<file path="config.mk">
export PLATFORM = sky130hd
export DESIGN_NAME = dtc_top
export DESIGN_NICKNAME = d
export VERILOG_FILES = /design/src/shared/dtc_pkg.sv /design/src/core/dtc_prescaler.sv /design/src/core/dtc_clk_sel.sv /design/src/core/dtc_top.sv
export SDC_FILE = /design/constraint.sdc
export NUM_CORES = 1
export LEC_CHECK = 0
export ABC_CLOCK_PERIOD_IN_PS = 3700
export BUFFER_PORTS_ARGS = -buffer_cell sky130_fd_sc_hd__buf_2
export CAP_MARGIN = 20
export CORE_MARGIN = 1.5
export CORE_UTILIZATION = 45
export DETAILED_ROUTE_END_ITERATION = 8
export PLACE_DENSITY = 0.65
export SYNTH_ARGS = -nofsm -noshare
export SYNTH_HDL_FRONTEND = slang
export SYNTH_SLANG_ARGS = --single-unit
</file>
<file path="constraint.sdc">
create_clock -name i_ref_clk -period 3.7 [get_ports i_ref_clk]
set_clock_uncertainty 0.15 [all_clocks]
set_input_delay 0.37 -clock i_ref_clk [delete_from_list [all_inputs] [get_ports i_ref_clk]]
set_output_delay 0.37 -clock i_ref_clk [all_outputs]
set_load 0.01 [all_outputs]
</file>
<file path="src/shared/dtc_pkg.sv">
// Shared constants, register map and carrier types of the dual 8-bit timer control block.
package dtc_pkg;

  // Register port geometry.
  localparam int unsigned ADDR_W = 4;
  localparam int unsigned DATA_W = 8;

  // Register indices on the register port.
  localparam logic [3:0] OFS_A_CONTROL     = 4'h0;
  localparam logic [3:0] OFS_A_PERIOD      = 4'h1;
  localparam logic [3:0] OFS_A_PULSE_WIDTH = 4'h2;
  localparam logic [3:0] OFS_B_CONTROL     = 4'h3;
  localparam logic [3:0] OFS_B_PERIOD      = 4'h4;
  localparam logic [3:0] OFS_B_PULSE_WIDTH = 4'h5;
  localparam logic [3:0] OFS_CONFIG        = 4'h6;
  localparam logic [3:0] OFS_COUNT_A       = 4'h7;
  localparam logic [3:0] OFS_COUNT_B       = 4'h8;
  localparam logic [3:0] OFS_STATUS        = 4'h9;

  // Field positions inside the configuration and status registers.
  localparam int unsigned CFG_DIV_SRC_BIT  = 0;
  localparam int unsigned STS_RUN_A_BIT    = 0;
  localparam int unsigned STS_RUN_B_BIT    = 1;
  localparam int unsigned STS_FLOP_A_BIT   = 2;
  localparam int unsigned STS_FLOP_B_BIT   = 3;
  localparam int unsigned STS_CASCADE_BIT  = 4;

  // Reset values and the counter's top value.
  localparam logic [7:0] RST_CONTROL = 8'h00;
  localparam logic [7:0] RST_TIMER   = 8'h00;
  localparam logic [7:0] RST_COUNT   = 8'h00;
  localparam logic [7:0] COUNT_MAX   = 8'hFF;

  // Prescaler exponents of the high- and low-frequency dividers.
  localparam int unsigned FC_DIV_W     = 11;
  localparam int unsigned FS_DIV_W     = 3;

  // Clock-select codes.
  typedef enum logic [2:0] {
    CK_FC_D2048  = 3'h0,
    CK_FC_D128   = 3'h1,
    CK_FC_D32    = 3'h2,
    CK_FC_D8     = 3'h3,
    CK_FS        = 3'h4,
    CK_FC_D2     = 3'h5,
    CK_FC        = 3'h6,
    CK_PIN       = 3'h7
  } dtc_clk_sel_t;

  // Operating modes; timer A only uses the first four codes.
  typedef enum logic [2:0] {
    MD_TIMER8    = 3'h0,
    MD_DIVIDER_OUTPUT_MODE = 3'h1,
    MD_PWM8      = 3'h2,
    MD_CASCADE   = 3'h3,
    MD_TIMER16   = 3'h4,
    MD_WARMUP    = 3'h5,
    MD_PWM16     = 3'h6,
    MD_RSVD      = 3'h7
  } dtc_mode_t;

  // Layout of one timer control register, most significant field first.
  typedef struct packed {
    logic         flop_preset;
    dtc_clk_sel_t clock_select;
    logic         run;
    dtc_mode_t    mode_select;
  } dtc_ctl_t;

  // One-cycle tick strobes of every prescaled source.
  typedef struct packed {
    logic fc;
    logic fc_d2;
    logic fc_d8;
    logic fc_d32;
    logic fc_d128;
    logic fc_d2048;
    logic fs;
    logic fs_d8;
  } dtc_tick_t;

endpackage : dtc_pkg

</file>
<file path="src/core/dtc_prescaler.sv">
// Free-running high- and low-frequency prescaler producing one-cycle source ticks.
`timescale 1ns/1ps
module dtc_prescaler (
  input  wire logic              i_ref_clk,
  input  wire logic              i_sys_rst,
  input  wire logic              i_fs_clk,
  output dtc_pkg::dtc_tick_t     o_ticks
);
  import dtc_pkg::*;

  logic [FC_DIV_W-1:0] fc_div_ff;
  logic [FC_DIV_W-1:0] nxt_fc_div;
  logic [FS_DIV_W-1:0] fs_div_ff;
  logic [FS_DIV_W-1:0] nxt_fs_div;
  logic                fs_prev_ff;
  logic                fs_rise;

  // The low-frequency clock is a slow level, so only its rising edge counts.
  always_comb begin
    fs_rise    = i_fs_clk & ~fs_prev_ff;
    nxt_fc_div = fc_div_ff + {{(FC_DIV_W-1){1'b0}}, 1'b1};
    nxt_fs_div = fs_rise ? fs_div_ff + {{(FS_DIV_W-1){1'b0}}, 1'b1} : fs_div_ff;
  end

  // Divider state.
  always_ff @(posedge i_ref_clk) begin
    if (i_sys_rst) begin
      fc_div_ff  <= '0;
      fs_div_ff  <= '0;
      fs_prev_ff <= 1'b0;
    end else begin
      fc_div_ff  <= nxt_fc_div;
      fs_div_ff  <= nxt_fs_div;
      fs_prev_ff <= i_fs_clk;
    end
  end

  // A divide-by-2^k tick fires once the low k divider bits are all ones.
  always_comb begin
    o_ticks.fc       = 1'b1;
    o_ticks.fc_d2    = &fc_div_ff[0:0];
    o_ticks.fc_d8    = &fc_div_ff[2:0];
    o_ticks.fc_d32   = &fc_div_ff[4:0];
    o_ticks.fc_d128  = &fc_div_ff[6:0];
    o_ticks.fc_d2048 = &fc_div_ff[10:0];
    o_ticks.fs       = fs_rise;
    o_ticks.fs_d8    = fs_rise & (&fs_div_ff);
  end

endmodule : dtc_prescaler

</file>
<file path="src/core/dtc_clk_sel.sv">
// Source-clock selector of one timer, including the external pin edge detector.
`timescale 1ns/1ps
module dtc_clk_sel (
  input  wire logic                  i_ref_clk,
  input  wire logic                  i_sys_rst,
  input  wire dtc_pkg::dtc_clk_sel_t i_sel,
  input  wire dtc_pkg::dtc_tick_t    i_ticks,
  input  wire logic                  i_pin,
  input  wire logic                  i_low_speed,
  input  wire logic                  i_div_src,
  input  wire logic                  i_warmup,
  output logic                       o_tick
);
  import dtc_pkg::*;

  logic pin_prev_ff;
  logic pin_rise;

  // External pin counts on its rising edge.
  always_ff @(posedge i_ref_clk) begin
    if (i_sys_rst) begin
      pin_prev_ff <= 1'b0;
    end else begin
      pin_prev_ff <= i_pin;
    end
  end

  // In the low-speed modes the fast prescaler taps give no tick, except fc during warm-up; the fc/2048 code takes fs/8 instead.
  always_comb begin
    pin_rise = i_pin & ~pin_prev_ff;
    case (i_sel)
      CK_FC_D2048: o_tick = (i_div_src | i_low_speed) ? i_ticks.fs_d8 : i_ticks.fc_d2048;
      CK_FC_D128:  o_tick = i_ticks.fc_d128 & ~i_low_speed;
      CK_FC_D32:   o_tick = i_ticks.fc_d32 & ~i_low_speed;
      CK_FC_D8:    o_tick = i_ticks.fc_d8 & ~i_low_speed;
      CK_FS:       o_tick = i_ticks.fs;
      CK_FC_D2:    o_tick = i_ticks.fc_d2 & ~i_low_speed;
      CK_FC:       o_tick = i_ticks.fc & (~i_low_speed | i_warmup);
      CK_PIN:      o_tick = pin_rise;
      default:     o_tick = 1'b0;
    endcase
  end

endmodule : dtc_clk_sel

</file>
<file path="src/core/dtc_top.sv">
// Dual 8-bit timer control: register file, source selection, cascade and counters.
//
// Operation
// - Each timer: control, period, pulse-width registers.
// - Timer A clock-select code picks source.
// - Low-speed modes restrict fast clock codes.
// - Run bit 0 stops and clears; 1 starts.
// - Timer A mode: divider, PWM, cascaded 16-bit; only cascade (011) is decoded, no divider or PWM output here.
// - Cascade: A mode 011, B gives mode.
// - Cascade: A clock, B run and flop.
// - Timer B clock codes match timer A.
// - Flop preset bit clears or sets output flop.
// - Timer B mode codes for 8/16-bit modes.
// - Upper-byte modes count timer A overflow.
`timescale 1ns/1ps
module dtc_top (
  input  wire logic                        i_ref_clk,
  input  wire logic                        i_sys_rst,
  input  wire logic [dtc_pkg::ADDR_W-1:0]  i_addr,
  input  wire logic [dtc_pkg::DATA_W-1:0]  i_wr_data,
  input  wire logic                        i_wr_en,
  input  wire logic                        i_rd_en,
  input  wire logic                        i_fs_clk,
  input  wire logic                        i_timer_a_pin,
  input  wire logic                        i_timer_b_pin,
  input  wire logic                        i_low_speed,
  output logic      [dtc_pkg::DATA_W-1:0]  o_rd_data,
  output logic                             o_timer_a_flop,
  output logic                             o_timer_b_flop,
  output logic                             o_timer_a_running,
  output logic                             o_timer_b_running
);
  import dtc_pkg::*;

  // Software-visible registers.
  dtc_ctl_t    timer_a_control_ff;
  dtc_ctl_t    nxt_timer_a_control;
  dtc_ctl_t    timer_b_control_ff;
  dtc_ctl_t    nxt_timer_b_control;
  logic [7:0]  timer_a_period_ff;
  logic [7:0]  nxt_timer_a_period;
  logic [7:0]  timer_a_pulse_width_ff;
  logic [7:0]  nxt_timer_a_pulse_width;
  logic [7:0]  timer_b_period_ff;
  logic [7:0]  nxt_timer_b_period;
  logic [7:0]  timer_b_pulse_width_ff;
  logic [7:0]  nxt_timer_b_pulse_width;
  logic        divider_source_select_ff;
  logic        nxt_divider_source_select;

  // Counting state.
  logic [7:0]  count_a_ff;
  logic [7:0]  nxt_count_a;
  logic [7:0]  count_b_ff;
  logic [7:0]  nxt_count_b;
  logic        flop_a_ff;
  logic        nxt_flop_a;
  logic        flop_b_ff;
  logic        nxt_flop_b;

  // Read port and running outputs.
  logic [7:0]  rd_data_ff;
  logic [7:0]  nxt_rd_data;
  logic        run_a_ff;
  logic        run_b_ff;

  // Derived control.
  dtc_tick_t   ticks;
  logic        cascaded;
  logic        run_a;
  logic        run_b;
  logic        preset_a;
  logic        warmup;
  logic        sel_tick_a;
  logic        sel_tick_b;
  logic        tick_b;
  logic        overflow_a;

  // Register writes are plain stores; keeping period and pulse width steady
  // while a timer runs is up to software, so the block does not lock them.
  always_comb begin
    nxt_timer_a_control       = timer_a_control_ff;
    nxt_timer_b_control       = timer_b_control_ff;
    nxt_timer_a_period        = timer_a_period_ff;
    nxt_timer_a_pulse_width   = timer_a_pulse_width_ff;
    nxt_timer_b_period        = timer_b_period_ff;
    nxt_timer_b_pulse_width   = timer_b_pulse_width_ff;
    nxt_divider_source_select = divider_source_select_ff;
    if (i_wr_en) begin
      case (i_addr)
        OFS_A_CONTROL:     nxt_timer_a_control       = dtc_ctl_t'(i_wr_data);
        OFS_A_PERIOD:      nxt_timer_a_period        = i_wr_data;
        OFS_A_PULSE_WIDTH: nxt_timer_a_pulse_width   = i_wr_data;
        OFS_B_CONTROL:     nxt_timer_b_control       = dtc_ctl_t'(i_wr_data);
        OFS_B_PERIOD:      nxt_timer_b_period        = i_wr_data;
        OFS_B_PULSE_WIDTH: nxt_timer_b_pulse_width   = i_wr_data;
        OFS_CONFIG:        nxt_divider_source_select = i_wr_data[CFG_DIV_SRC_BIT];
        default:           nxt_divider_source_select = divider_source_select_ff;
      endcase
    end
  end

  // Register file storage.
  always_ff @(posedge i_ref_clk) begin
    if (i_sys_rst) begin
      timer_a_control_ff       <= dtc_ctl_t'(RST_CONTROL);
      timer_b_control_ff       <= dtc_ctl_t'(RST_CONTROL);
      timer_a_period_ff        <= RST_TIMER;
      timer_a_pulse_width_ff   <= RST_TIMER;
      timer_b_period_ff        <= RST_TIMER;
      timer_b_pulse_width_ff   <= RST_TIMER;
      divider_source_select_ff <= 1'b0;
    end else begin
      timer_a_control_ff       <= nxt_timer_a_control;
      timer_b_control_ff       <= nxt_timer_b_control;
      timer_a_period_ff        <= nxt_timer_a_period;
      timer_a_pulse_width_ff   <= nxt_timer_a_pulse_width;
      timer_b_period_ff        <= nxt_timer_b_period;
      timer_b_pulse_width_ff   <= nxt_timer_b_pulse_width;
      divider_source_select_ff <= nxt_divider_source_select;
    end
  end

  // Cascade takes run and flop preset from timer B, clock from timer A.
  // Timer A's own run bit is ignored while cascaded, so software need only
  // start timer B; this avoids the two halves starting on different edges.
  always_comb begin
    cascaded = (timer_a_control_ff.mode_select == MD_CASCADE);
    run_a    = cascaded ? timer_b_control_ff.run : timer_a_control_ff.run;
    run_b    = timer_b_control_ff.run;
    preset_a = cascaded ? timer_b_control_ff.flop_preset
                        : timer_a_control_ff.flop_preset;
    warmup   = (timer_b_control_ff.mode_select == MD_WARMUP);
  end

  // Shared prescaler for both timers.
  dtc_prescaler u_prescaler (
    .i_ref_clk (i_ref_clk),
    .i_sys_rst (i_sys_rst),
    .i_fs_clk  (i_fs_clk),
    .o_ticks   (ticks)
  );

  // Timer A source clock, also the cascade's clock.
  dtc_clk_sel u_clk_sel_a (
    .i_ref_clk   (i_ref_clk),
    .i_sys_rst   (i_sys_rst),
    .i_sel       (timer_a_control_ff.clock_select),
    .i_ticks     (ticks),
    .i_pin       (i_timer_a_pin),
    .i_low_speed (i_low_speed),
    .i_div_src   (divider_source_select_ff),
    .i_warmup    (warmup),
    .o_tick      (sel_tick_a)
  );

  // Timer B source clock with the same encoding.
  dtc_clk_sel u_clk_sel_b (
    .i_ref_clk   (i_ref_clk),
    .i_sys_rst   (i_sys_rst),
    .i_sel       (timer_b_control_ff.clock_select),
    .i_ticks     (ticks),
    .i_pin       (i_timer_b_pin),
    .i_low_speed (i_low_speed),
    .i_div_src   (divider_source_select_ff),
    .i_warmup    (warmup),
    .o_tick      (sel_tick_b)
  );

  // Timer A overflow feeds the upper byte in the same cycle, so the 16-bit
  // count carries without a one-tick lag.
  always_comb begin
    overflow_a = run_a & sel_tick_a & (count_a_ff == COUNT_MAX);
    tick_b     = timer_b_control_ff.mode_select[2] ? overflow_a : sel_tick_b;
  end

  // Counters clear while stopped and advance one step per source tick.
  always_comb begin
    nxt_count_a = count_a_ff;
    nxt_count_b = count_b_ff;
    if (!run_a) begin
      nxt_count_a = RST_COUNT;
    end else if (sel_tick_a) begin
      nxt_count_a = count_a_ff + 8'h01;
    end
    if (!run_b) begin
      nxt_count_b = RST_COUNT;
    end else if (tick_b) begin
      nxt_count_b = count_b_ff + 8'h01;
    end
  end

  // Output flops follow their preset while the timer is stopped and hold
  // once it runs; waveform generation sits outside this block.
  always_comb begin
    nxt_flop_a = run_a ? flop_a_ff : preset_a;
    nxt_flop_b = run_b ? flop_b_ff : timer_b_control_ff.flop_preset;
  end

  // Counting state storage.
  always_ff @(posedge i_ref_clk) begin
    if (i_sys_rst) begin
      count_a_ff <= RST_COUNT;
      count_b_ff <= RST_COUNT;
      flop_a_ff  <= 1'b0;
      flop_b_ff  <= 1'b0;
      run_a_ff   <= 1'b0;
      run_b_ff   <= 1'b0;
    end else begin
      count_a_ff <= nxt_count_a;
      count_b_ff <= nxt_count_b;
      flop_a_ff  <= nxt_flop_a;
      flop_b_ff  <= nxt_flop_b;
      run_a_ff   <= run_a;
      run_b_ff   <= run_b;
    end
  end

  // Read data stands only in the cycle after the strobe; unmapped reads give zero.
  always_comb begin
    nxt_rd_data = 8'h00;
    if (i_rd_en) begin
      case (i_addr)
        OFS_A_CONTROL:     nxt_rd_data = timer_a_control_ff;
        OFS_A_PERIOD:      nxt_rd_data = timer_a_period_ff;
        OFS_A_PULSE_WIDTH: nxt_rd_data = timer_a_pulse_width_ff;
        OFS_B_CONTROL:     nxt_rd_data = timer_b_control_ff;
        OFS_B_PERIOD:      nxt_rd_data = timer_b_period_ff;
        OFS_B_PULSE_WIDTH: nxt_rd_data = timer_b_pulse_width_ff;
        OFS_CONFIG:        nxt_rd_data[CFG_DIV_SRC_BIT] = divider_source_select_ff;
        OFS_COUNT_A:       nxt_rd_data = count_a_ff;
        OFS_COUNT_B:       nxt_rd_data = count_b_ff;
        OFS_STATUS: begin
          nxt_rd_data[STS_RUN_A_BIT]   = run_a;
          nxt_rd_data[STS_RUN_B_BIT]   = run_b;
          nxt_rd_data[STS_FLOP_A_BIT]  = flop_a_ff;
          nxt_rd_data[STS_FLOP_B_BIT]  = flop_b_ff;
          nxt_rd_data[STS_CASCADE_BIT] = cascaded;
        end
        default:           nxt_rd_data = 8'h00;
      endcase
    end
  end

  // Read data register.
  always_ff @(posedge i_ref_clk) begin
    if (i_sys_rst) begin
      rd_data_ff <= 8'h00;
    end else begin
      rd_data_ff <= nxt_rd_data;
    end
  end

  // Outputs come straight from flip-flops.
  always_comb begin
    o_rd_data         = rd_data_ff;
    o_timer_a_flop    = flop_a_ff;
    o_timer_b_flop    = flop_b_ff;
    o_timer_a_running = run_a_ff;
    o_timer_b_running = run_b_ff;
  end

endmodule : dtc_top

</file>
# Word-level counts from Yosys, hierarchy flattened
# Index checks and enable logic that the tools add are counted.
[classes]
bitwise = 19
mux = 9
add_sub_neg = 4
eq_ne = 26
reduce_logical = 18
[ops]
columns = ["operator", "n"]
rows = [
  ["one-hot mux 4 bit (9 select lines)", 1],
  ["equality test 3 bit (second input constant)", 9],
  ["one-hot mux 3 bit (8 select lines)", 1],
  ["adder 8 x 1 -> 8 bit (second input constant)", 2],
  ["equality test 4 x 3 -> 1 bit (second input constant)", 4],
  ["one-hot mux 1 bit (8 select lines)", 2],
  ["equality test 3 x 2 -> 1 bit (second input constant)", 5],
  ["AND reduction 2 bit", 7],
  ["adder 11 x 1 -> 11 bit (second input constant)", 1],
  ["AND reduction 11 bit", 1],
  ["AND 1 bit", 10],
  ["one-hot mux 1 bit (10 select lines)", 1],
  ["equality test 4 x 2 -> 1 bit (second input constant)", 2],
  ["equality test 4 bit (second input constant)", 2],
  ["equality test 8 bit (second input constant)", 1],
  ["NOT 1 bit", 7],
  ["AND reduction 7 bit", 1],
  ["equality test 3 x 1 -> 1 bit (second input constant)", 2],
  ["logical NOT 3 bit", 2],
  ["AND reduction 3 bit", 2],
  ["OR reduction 2 bit", 3],
  ["AND reduction 5 bit", 1],
  ["equality test 4 x 1 -> 1 bit (second input constant)", 1],
  ["logical NOT 4 bit", 1],
  ["3 further kinds", 7],
]
[word_totals]
ff_bits = 94
out_inout_bits = 12
input_bits = 20

# Depth between registers and ports, before layout
[depth]
depth_word = 8
mapped_depth = 11

# By module
# Synthesis repeated with hierarchy kept, for this count alone.
[hier_totals]
cells_unflattened = 489
hier_area_um2 = 4520.6
[by_module_without_submodules]
columns = ["mod", "area_each_um2", "seq_area_each_um2", "n_inst", "cells_each"]
rows = [
  ["dtc_top", 3534.6, 1541.5, 1, 378],
  ["dtc_prescaler", 690.7, 300.3, 1, 73],
  ["dtc_clk_sel", 147.6, 20.0, 2, 19],
]

# Worst setup path before layout
# No wires, ideal clock.
[synth_path]
kind = "reg2reg"
startpoint = "register u_prescaler.fc_div_ff[0]"
endpoint = "register count_b_ff[1]"
setup_ns = 0.135
t_arrival_ns = 2.291
t_required_ns = 3.415
slack_ns = 1.124
stages_incl_launch_ff = 12
path_cell_list = "dfxtp_1 -> ha_1 -> nand3_1 -> inv_1 -> ha_1 -> nor2_1 -> a2111oi_4 -> or4_1 -> and3_1 -> buf_6 -> o211ai_1 -> o31ai_1"
[synth_between]
elab_chain_len = 6
[synth_lines]
columns = ["item", "line", "text"]
rows = [
  ["from (decl)", "dtc_prescaler.sv:11", "logic [FC_DIV_W-1:0] fc_div_ff;"],
  ["from (signal assigned)", "dtc_prescaler.sv:32", "fc_div_ff <= nxt_fc_div;"],
  ["AND reduction 11 bit (tied with other cells)", "dtc_prescaler.sv:45", "o_ticks.fc_d2048 = &fc_div_ff[10:0];"],
  ["2-to-1 mux 1 bit (tied with other cells)", "dtc_clk_sel.sv:32", "CK_FC_D2048: o_tick = (i_div_src | i_low_speed) ? i_ticks.fs_d8 : i_ticks.fc_d2048;"],
  ["one-hot mux 1 bit (8 select lines)", "dtc_clk_sel.sv:31", "case (i_sel)"],
  ["AND 1 bit (2 in a row)", "dtc_top.sv:173", "overflow_a = run_a & sel_tick_a & (count_a_ff == COUNT_MAX);"],
  ["2-to-1 mux 1 bit *", "dtc_top.sv:174", "tick_b = timer_b_control_ff.mode_select[2] ? overflow_a : sel_tick_b;"],
  ["to (signal assigned)", "dtc_top.sv:211", "count_b_ff <= nxt_count_b;"],
  ["to (decl)", "dtc_top.sv:54", "logic [7:0] count_b_ff;"],
]
# Every way passes the cells marked *; elsewhere a longest branch is shown, timed or not.
# A chain may end at the register's enable or synchronous reset.

# Worst setup path in the final report
[layout_path]
startpoint = "register u_prescaler.fc_div_ff[0]"
endpoint = "register count_b_ff[6]"
# Same word-level chain as after synthesis.

==> out/qor_table.md <==
| Item | This run |
| --- | --- |
| Top post-synthesis cells by area | sky130_fd_sc_hd__dfxtp_1 41%, sky130_fd_sc_hd__mux2i_1 15%, sky130_fd_sc_hd__nor2_1 7.5% |
| H-tree levels | 3 |
| CP max-delay cell | sky130_fd_sc_hd__or4_1 |
| Clk_lat worst skew | 0.37 ns |
| Worst Max-Slew Pin Slew | 0.788 ns |
| Pwr dens | 375 nW/um^2 |
| Proportion of layout cells with a drive suffix above 1 | 13.0% |
| DP Worst Slack | 0.895 ns |
| Area delta synth->final | 9.64% |
| Tot GR Track Use | 22.0% |
| Setup-failing EPs final | 0 |
| Cell count after placement | 663 |
| Crit Path Category | register to register |
| Arrival @ worst endpoint | 2.95 ns |
| Post-layout power | 1.89 mW |
| Portion of total power attributed to the clock network | 37.9% |
| Count of TritonRoute iterations in the first routing pass | 7 |
| Switching part of the total power | 23.5% |
| Sequential share of the synthesized area | 40.9% |
| Total die area | 10800 um^2 |
| Sum of net half-perimeters after detailed placement | 8070 um |
| Initial core utilization | 46.8% |
| Initial DRC Count | 326 |
| Cell Area, Placed | 4840 um^2 |
| Global-route wire length before repair | 18900 um |
| CP dominant cell by count | sky130_fd_sc_hd__ha_1 |
| Post-CTS clock slew at the launch and capture registers of the worst setup and hold paths | 0.08 ns |
| Yosys Warn Count | 0 |
| Antenna fix cells | 0 |
| DRC errors left | 0 |
| Die Ht | 104 um |
| Clock tree sinks | 94 |
| Vias in the first global route | 3626 |
| Mapped Nets | 549 |
| Critical path fanouts, max | 8 |
| Filler cell count in the final layout | 962 |
| FP Rows | 36 |
| Residual overflow from global routing | 0 |
| Placer's final routability congestion estimate | 0.903 |
| Most used flip-flop cell after synthesis | sky130_fd_sc_hd__dfxtp_1 |
| Family with the most delay on the worst path | simple AND/OR/NAND/NOR gates |
| Maximum VDD drop | 0.168 mV |
| Classification of the worst-slack hold path | input pin to register |
| CTS Hold Buffers Added | 0 |
| Smallest hold slack | 0.0899 ns |
| Fraction of synthesis flops using an asynchronous set or reset pin | 0% |
| Library cell with the largest summed area after synthesis | sky130_fd_sc_hd__dfxtp_1 |
| Minimum setup slack in the final design | 0.895 ns |
| Clock period minus worst slack | 2.80 ns |
| Clock tree from TritonCTS | built |
| Number of max-cap violations | 0 |
| Cells after Synth | 522 |
| Final hold violation count | 0 |
| Antenna violations before repair | 0 |
| Kind of end point of the critical path | register |
| Wire length per cell after detailed routing | 16.8 um |
| RSZ-0062 raised after global routing | false |
| Most frequent cells after synthesis | 94 x sky130_fd_sc_hd__dfxtp_1, 92 x sky130_fd_sc_hd__nor2_1, 67 x sky130_fd_sc_hd__mux2i_1 |
| Post-synthesis instance area | 4600 um^2 |
| Via density | 5.66 |
| Number of buffers inserted during clock tree synthesis | 9 |
| Core area | 9820 um^2 |
| Number of standard cells in the layout, taps in and fillers out | 678 |
| Gate power share | 7.2% |
| Largest net degree at the start of global routing | 55 |
| Crit path launch type | register |
| Total I/O pin count | 32 |
| Fraction of post-synthesis cell area in the top cell type by area | 40.9% |
| Die X | 104 um |
| Net switching power | 445 uW |
| Synth Register Bits | 94 |
| FMAX | 357 MHz |
| Netlist cell types | 60 |
| Final wirelength | 11400 um |
| Design area | 5040 um^2 |
| Count leader, synth | sky130_fd_sc_hd__dfxtp_1 |
| Final TNS setup | 0 ns |
| Remaining antenna violation count after routing | 0 |
| Number of flops mapped to enable cells by yosys | 0 |
| Crit-path max cell delay | 0.57 ns |
| Number of port buffers | 31 |
| Standby leakage power | 2.01 nW |
| Cell-internal power | 1.44 mW |
| Crit path cell chain | ha_1, nand3_1, inv_1, ha_1, nor2_1, a2111oi_4, or4_1, and3_1, o21ai_2, mux2i_1 |
| Pins over their slew limit | 0 |
| Resized cells post-CTS | 0 |
| Setup repair bufs after CTS | 0 |
| Max-slew headroom | 47.0% |
| Final Cycle Share | 75.8% |
| Required time at the endpoint of the critical path | 3.85 ns |
| Sequential fraction of design power | 54.8% |
| Clock Path Buffers | 2 |
| Post-layout util | 51.3% |
| Cell chosen for the clock root | sky130_fd_sc_hd__clkbuf_8 |
| Sum of buffers and inverters on the critical path | 1 |
| Via total after detailed routing | 3840 |
| Layout net count | 568 |
| Syn Area/Cell | 8.81 um^2 |
| Status | finished clean |
-- worst reg2reg max path: cells and delay by family, from the launching register on --
kind,cells,cell delay (ns)
adder cells (fa/ha/maj),2,0.43
flip-flops,1,0.36
buffers and inverters,1,0.09
multiplexers,1,0.19
AO/OA/AOI/OAI,2,0.28
AND/OR/NAND/NOR,4,1.25
-- placed cells by master (no fill, tap or decap), types with 3 or more instances in the layout --
cell type and instances:
sky130_fd_sc_hd__buf_4 4, sky130_fd_sc_hd__xor2_1 7, sky130_fd_sc_hd__a21oi_1 23, sky130_fd_sc_hd__clkbuf_8 9, sky130_fd_sc_hd__inv_1 9, sky130_fd_sc_hd__nand2_1 42
sky130_fd_sc_hd__dfxtp_1 94, sky130_fd_sc_hd__and3_1 8, sky130_fd_sc_hd__o22ai_1 5, sky130_fd_sc_hd__clkinv_2 3, sky130_fd_sc_hd__ha_1 7, sky130_fd_sc_hd__xnor2_1 7
sky130_fd_sc_hd__buf_2 31, sky130_fd_sc_hd__a32oi_1 4, sky130_fd_sc_hd__or3_1 3, sky130_fd_sc_hd__mux2_2 4, sky130_fd_sc_hd__nor3_1 7, sky130_fd_sc_hd__nor3b_1 3
sky130_fd_sc_hd__mux2i_1 67, sky130_fd_sc_hd__nor4b_1 3, sky130_fd_sc_hd__nand3_1 24, sky130_fd_sc_hd__o21ai_2 4, sky130_fd_sc_hd__o32a_1 3, sky130_fd_sc_hd__nand2b_1 15
sky130_fd_sc_hd__o21ai_0 9, sky130_fd_sc_hd__nor2b_1 9, sky130_fd_sc_hd__a31oi_1 3, sky130_fd_sc_hd__nor2_1 92, sky130_fd_sc_hd__nor4_1 3
-- cells by family (layout without fill, tap and decap cells) --
family | count (synthesis) | count (layout) | synth area share, %
multiplexers | 72 | 72 | 16.1
AND/OR/NAND/NOR | 227 | 227 | 24.4
adder cells (fa/ha/maj) | 7 | 7 | 1.91
buffers and inverters | 39 | 62 | 3.40
AO/OA/AOI/OAI | 69 | 69 | 10.6
XOR/XNOR | 14 | 14 | 2.67
flip-flops | 94 | 94 | 40.9
-- power by group through the flow --
stage / sequential [mW] / clock [mW] / combinational (mW)
after floorplan: 1.06 / 0 / 0.0897
after global placement: 1.06 / 0 / 0.132
after detailed placement: 1.06 / 0 / 0.135
after CTS: 1.04 / 0.729 / 0.135
after global routing: 1.04 / 0.775 / 0.150
final: 1.04 / 0.717 / 0.136
-- registers in the layout, indices dropped and copies added (netlist names) --
register / count
u_prescaler.fc_div_ff: 11
o_rd_data: 8
timer_a_pulse_width_ff: 8
o_timer_a_running: 1
timer_b_pulse_width_ff: 8
o_timer_b_running: 1
timer_a_control_ff: 8
timer_b_control_ff: 7
u_clk_sel_b.pin_prev_ff: 1
divider_source_select_ff: 1
run_b: 1
u_clk_sel_a.pin_prev_ff: 1
o_timer_b_flop: 1
count_b_ff: 8
u_prescaler.fs_prev_ff: 1
timer_a_period_ff: 8
count_a_ff: 8
timer_b_period_ff: 8
o_timer_a_flop: 1
u_prescaler.fs_div_ff: 3
-- area by class of cell --
| cell class | count | area, um^2 | share of cell area, % |
|---|---|---|---|
| Clock buffer | 10 | 128 | 2.53 |
| Clock inverter | 5 | 75.1 | 1.49 |
| Inverter | 12 | 45.0 | 0.894 |
| Multi-Input combinational cell | 389 | 2560 | 50.8 |
| Sequential cell | 94 | 1880 | 37.3 |
| Tap cell | 133 | 166 | 3.30 |
| Timing Repair Buffer | 35 | 185 | 3.67 |
-- routing by layer --
| metal | vias to the layer above | track usage, % | part of all wire, % |
|---|---|---|---|
| met5 | - | 0 | 0 |
| li1 | 1867 | - | - |
| met2 | 115 | 33.8 | 45 |
| met4 | 0 | 8.93 | 1.9 |
| met3 | 17 | 3.20 | 6.3 |
| met1 | 1841 | 31.1 | 47 |
-- worst paths after layout --
check	startpoint	to	slack, ns	depth (start not counted)
worst max register to register	u_prescaler.fc_div_ff[0]$_SDFF_PP0_	count_b_ff[6]$_SDFFE_PP0P_	0.90	10
worst max-delay path	u_prescaler.fc_div_ff[0]$_SDFF_PP0_	count_b_ff[6]$_SDFFE_PP0P_	0.90	10
worst min-delay path	i_timer_b_pin	u_clk_sel_b.pin_prev_ff$_SDFF_PP0_	0.09	2
worst min register to register	timer_a_control_ff[0]$_SDFFE_PP0P_	timer_a_control_ff[0]$_SDFFE_PP0P_	0.33	2
(Power assumes the default switching activity.)
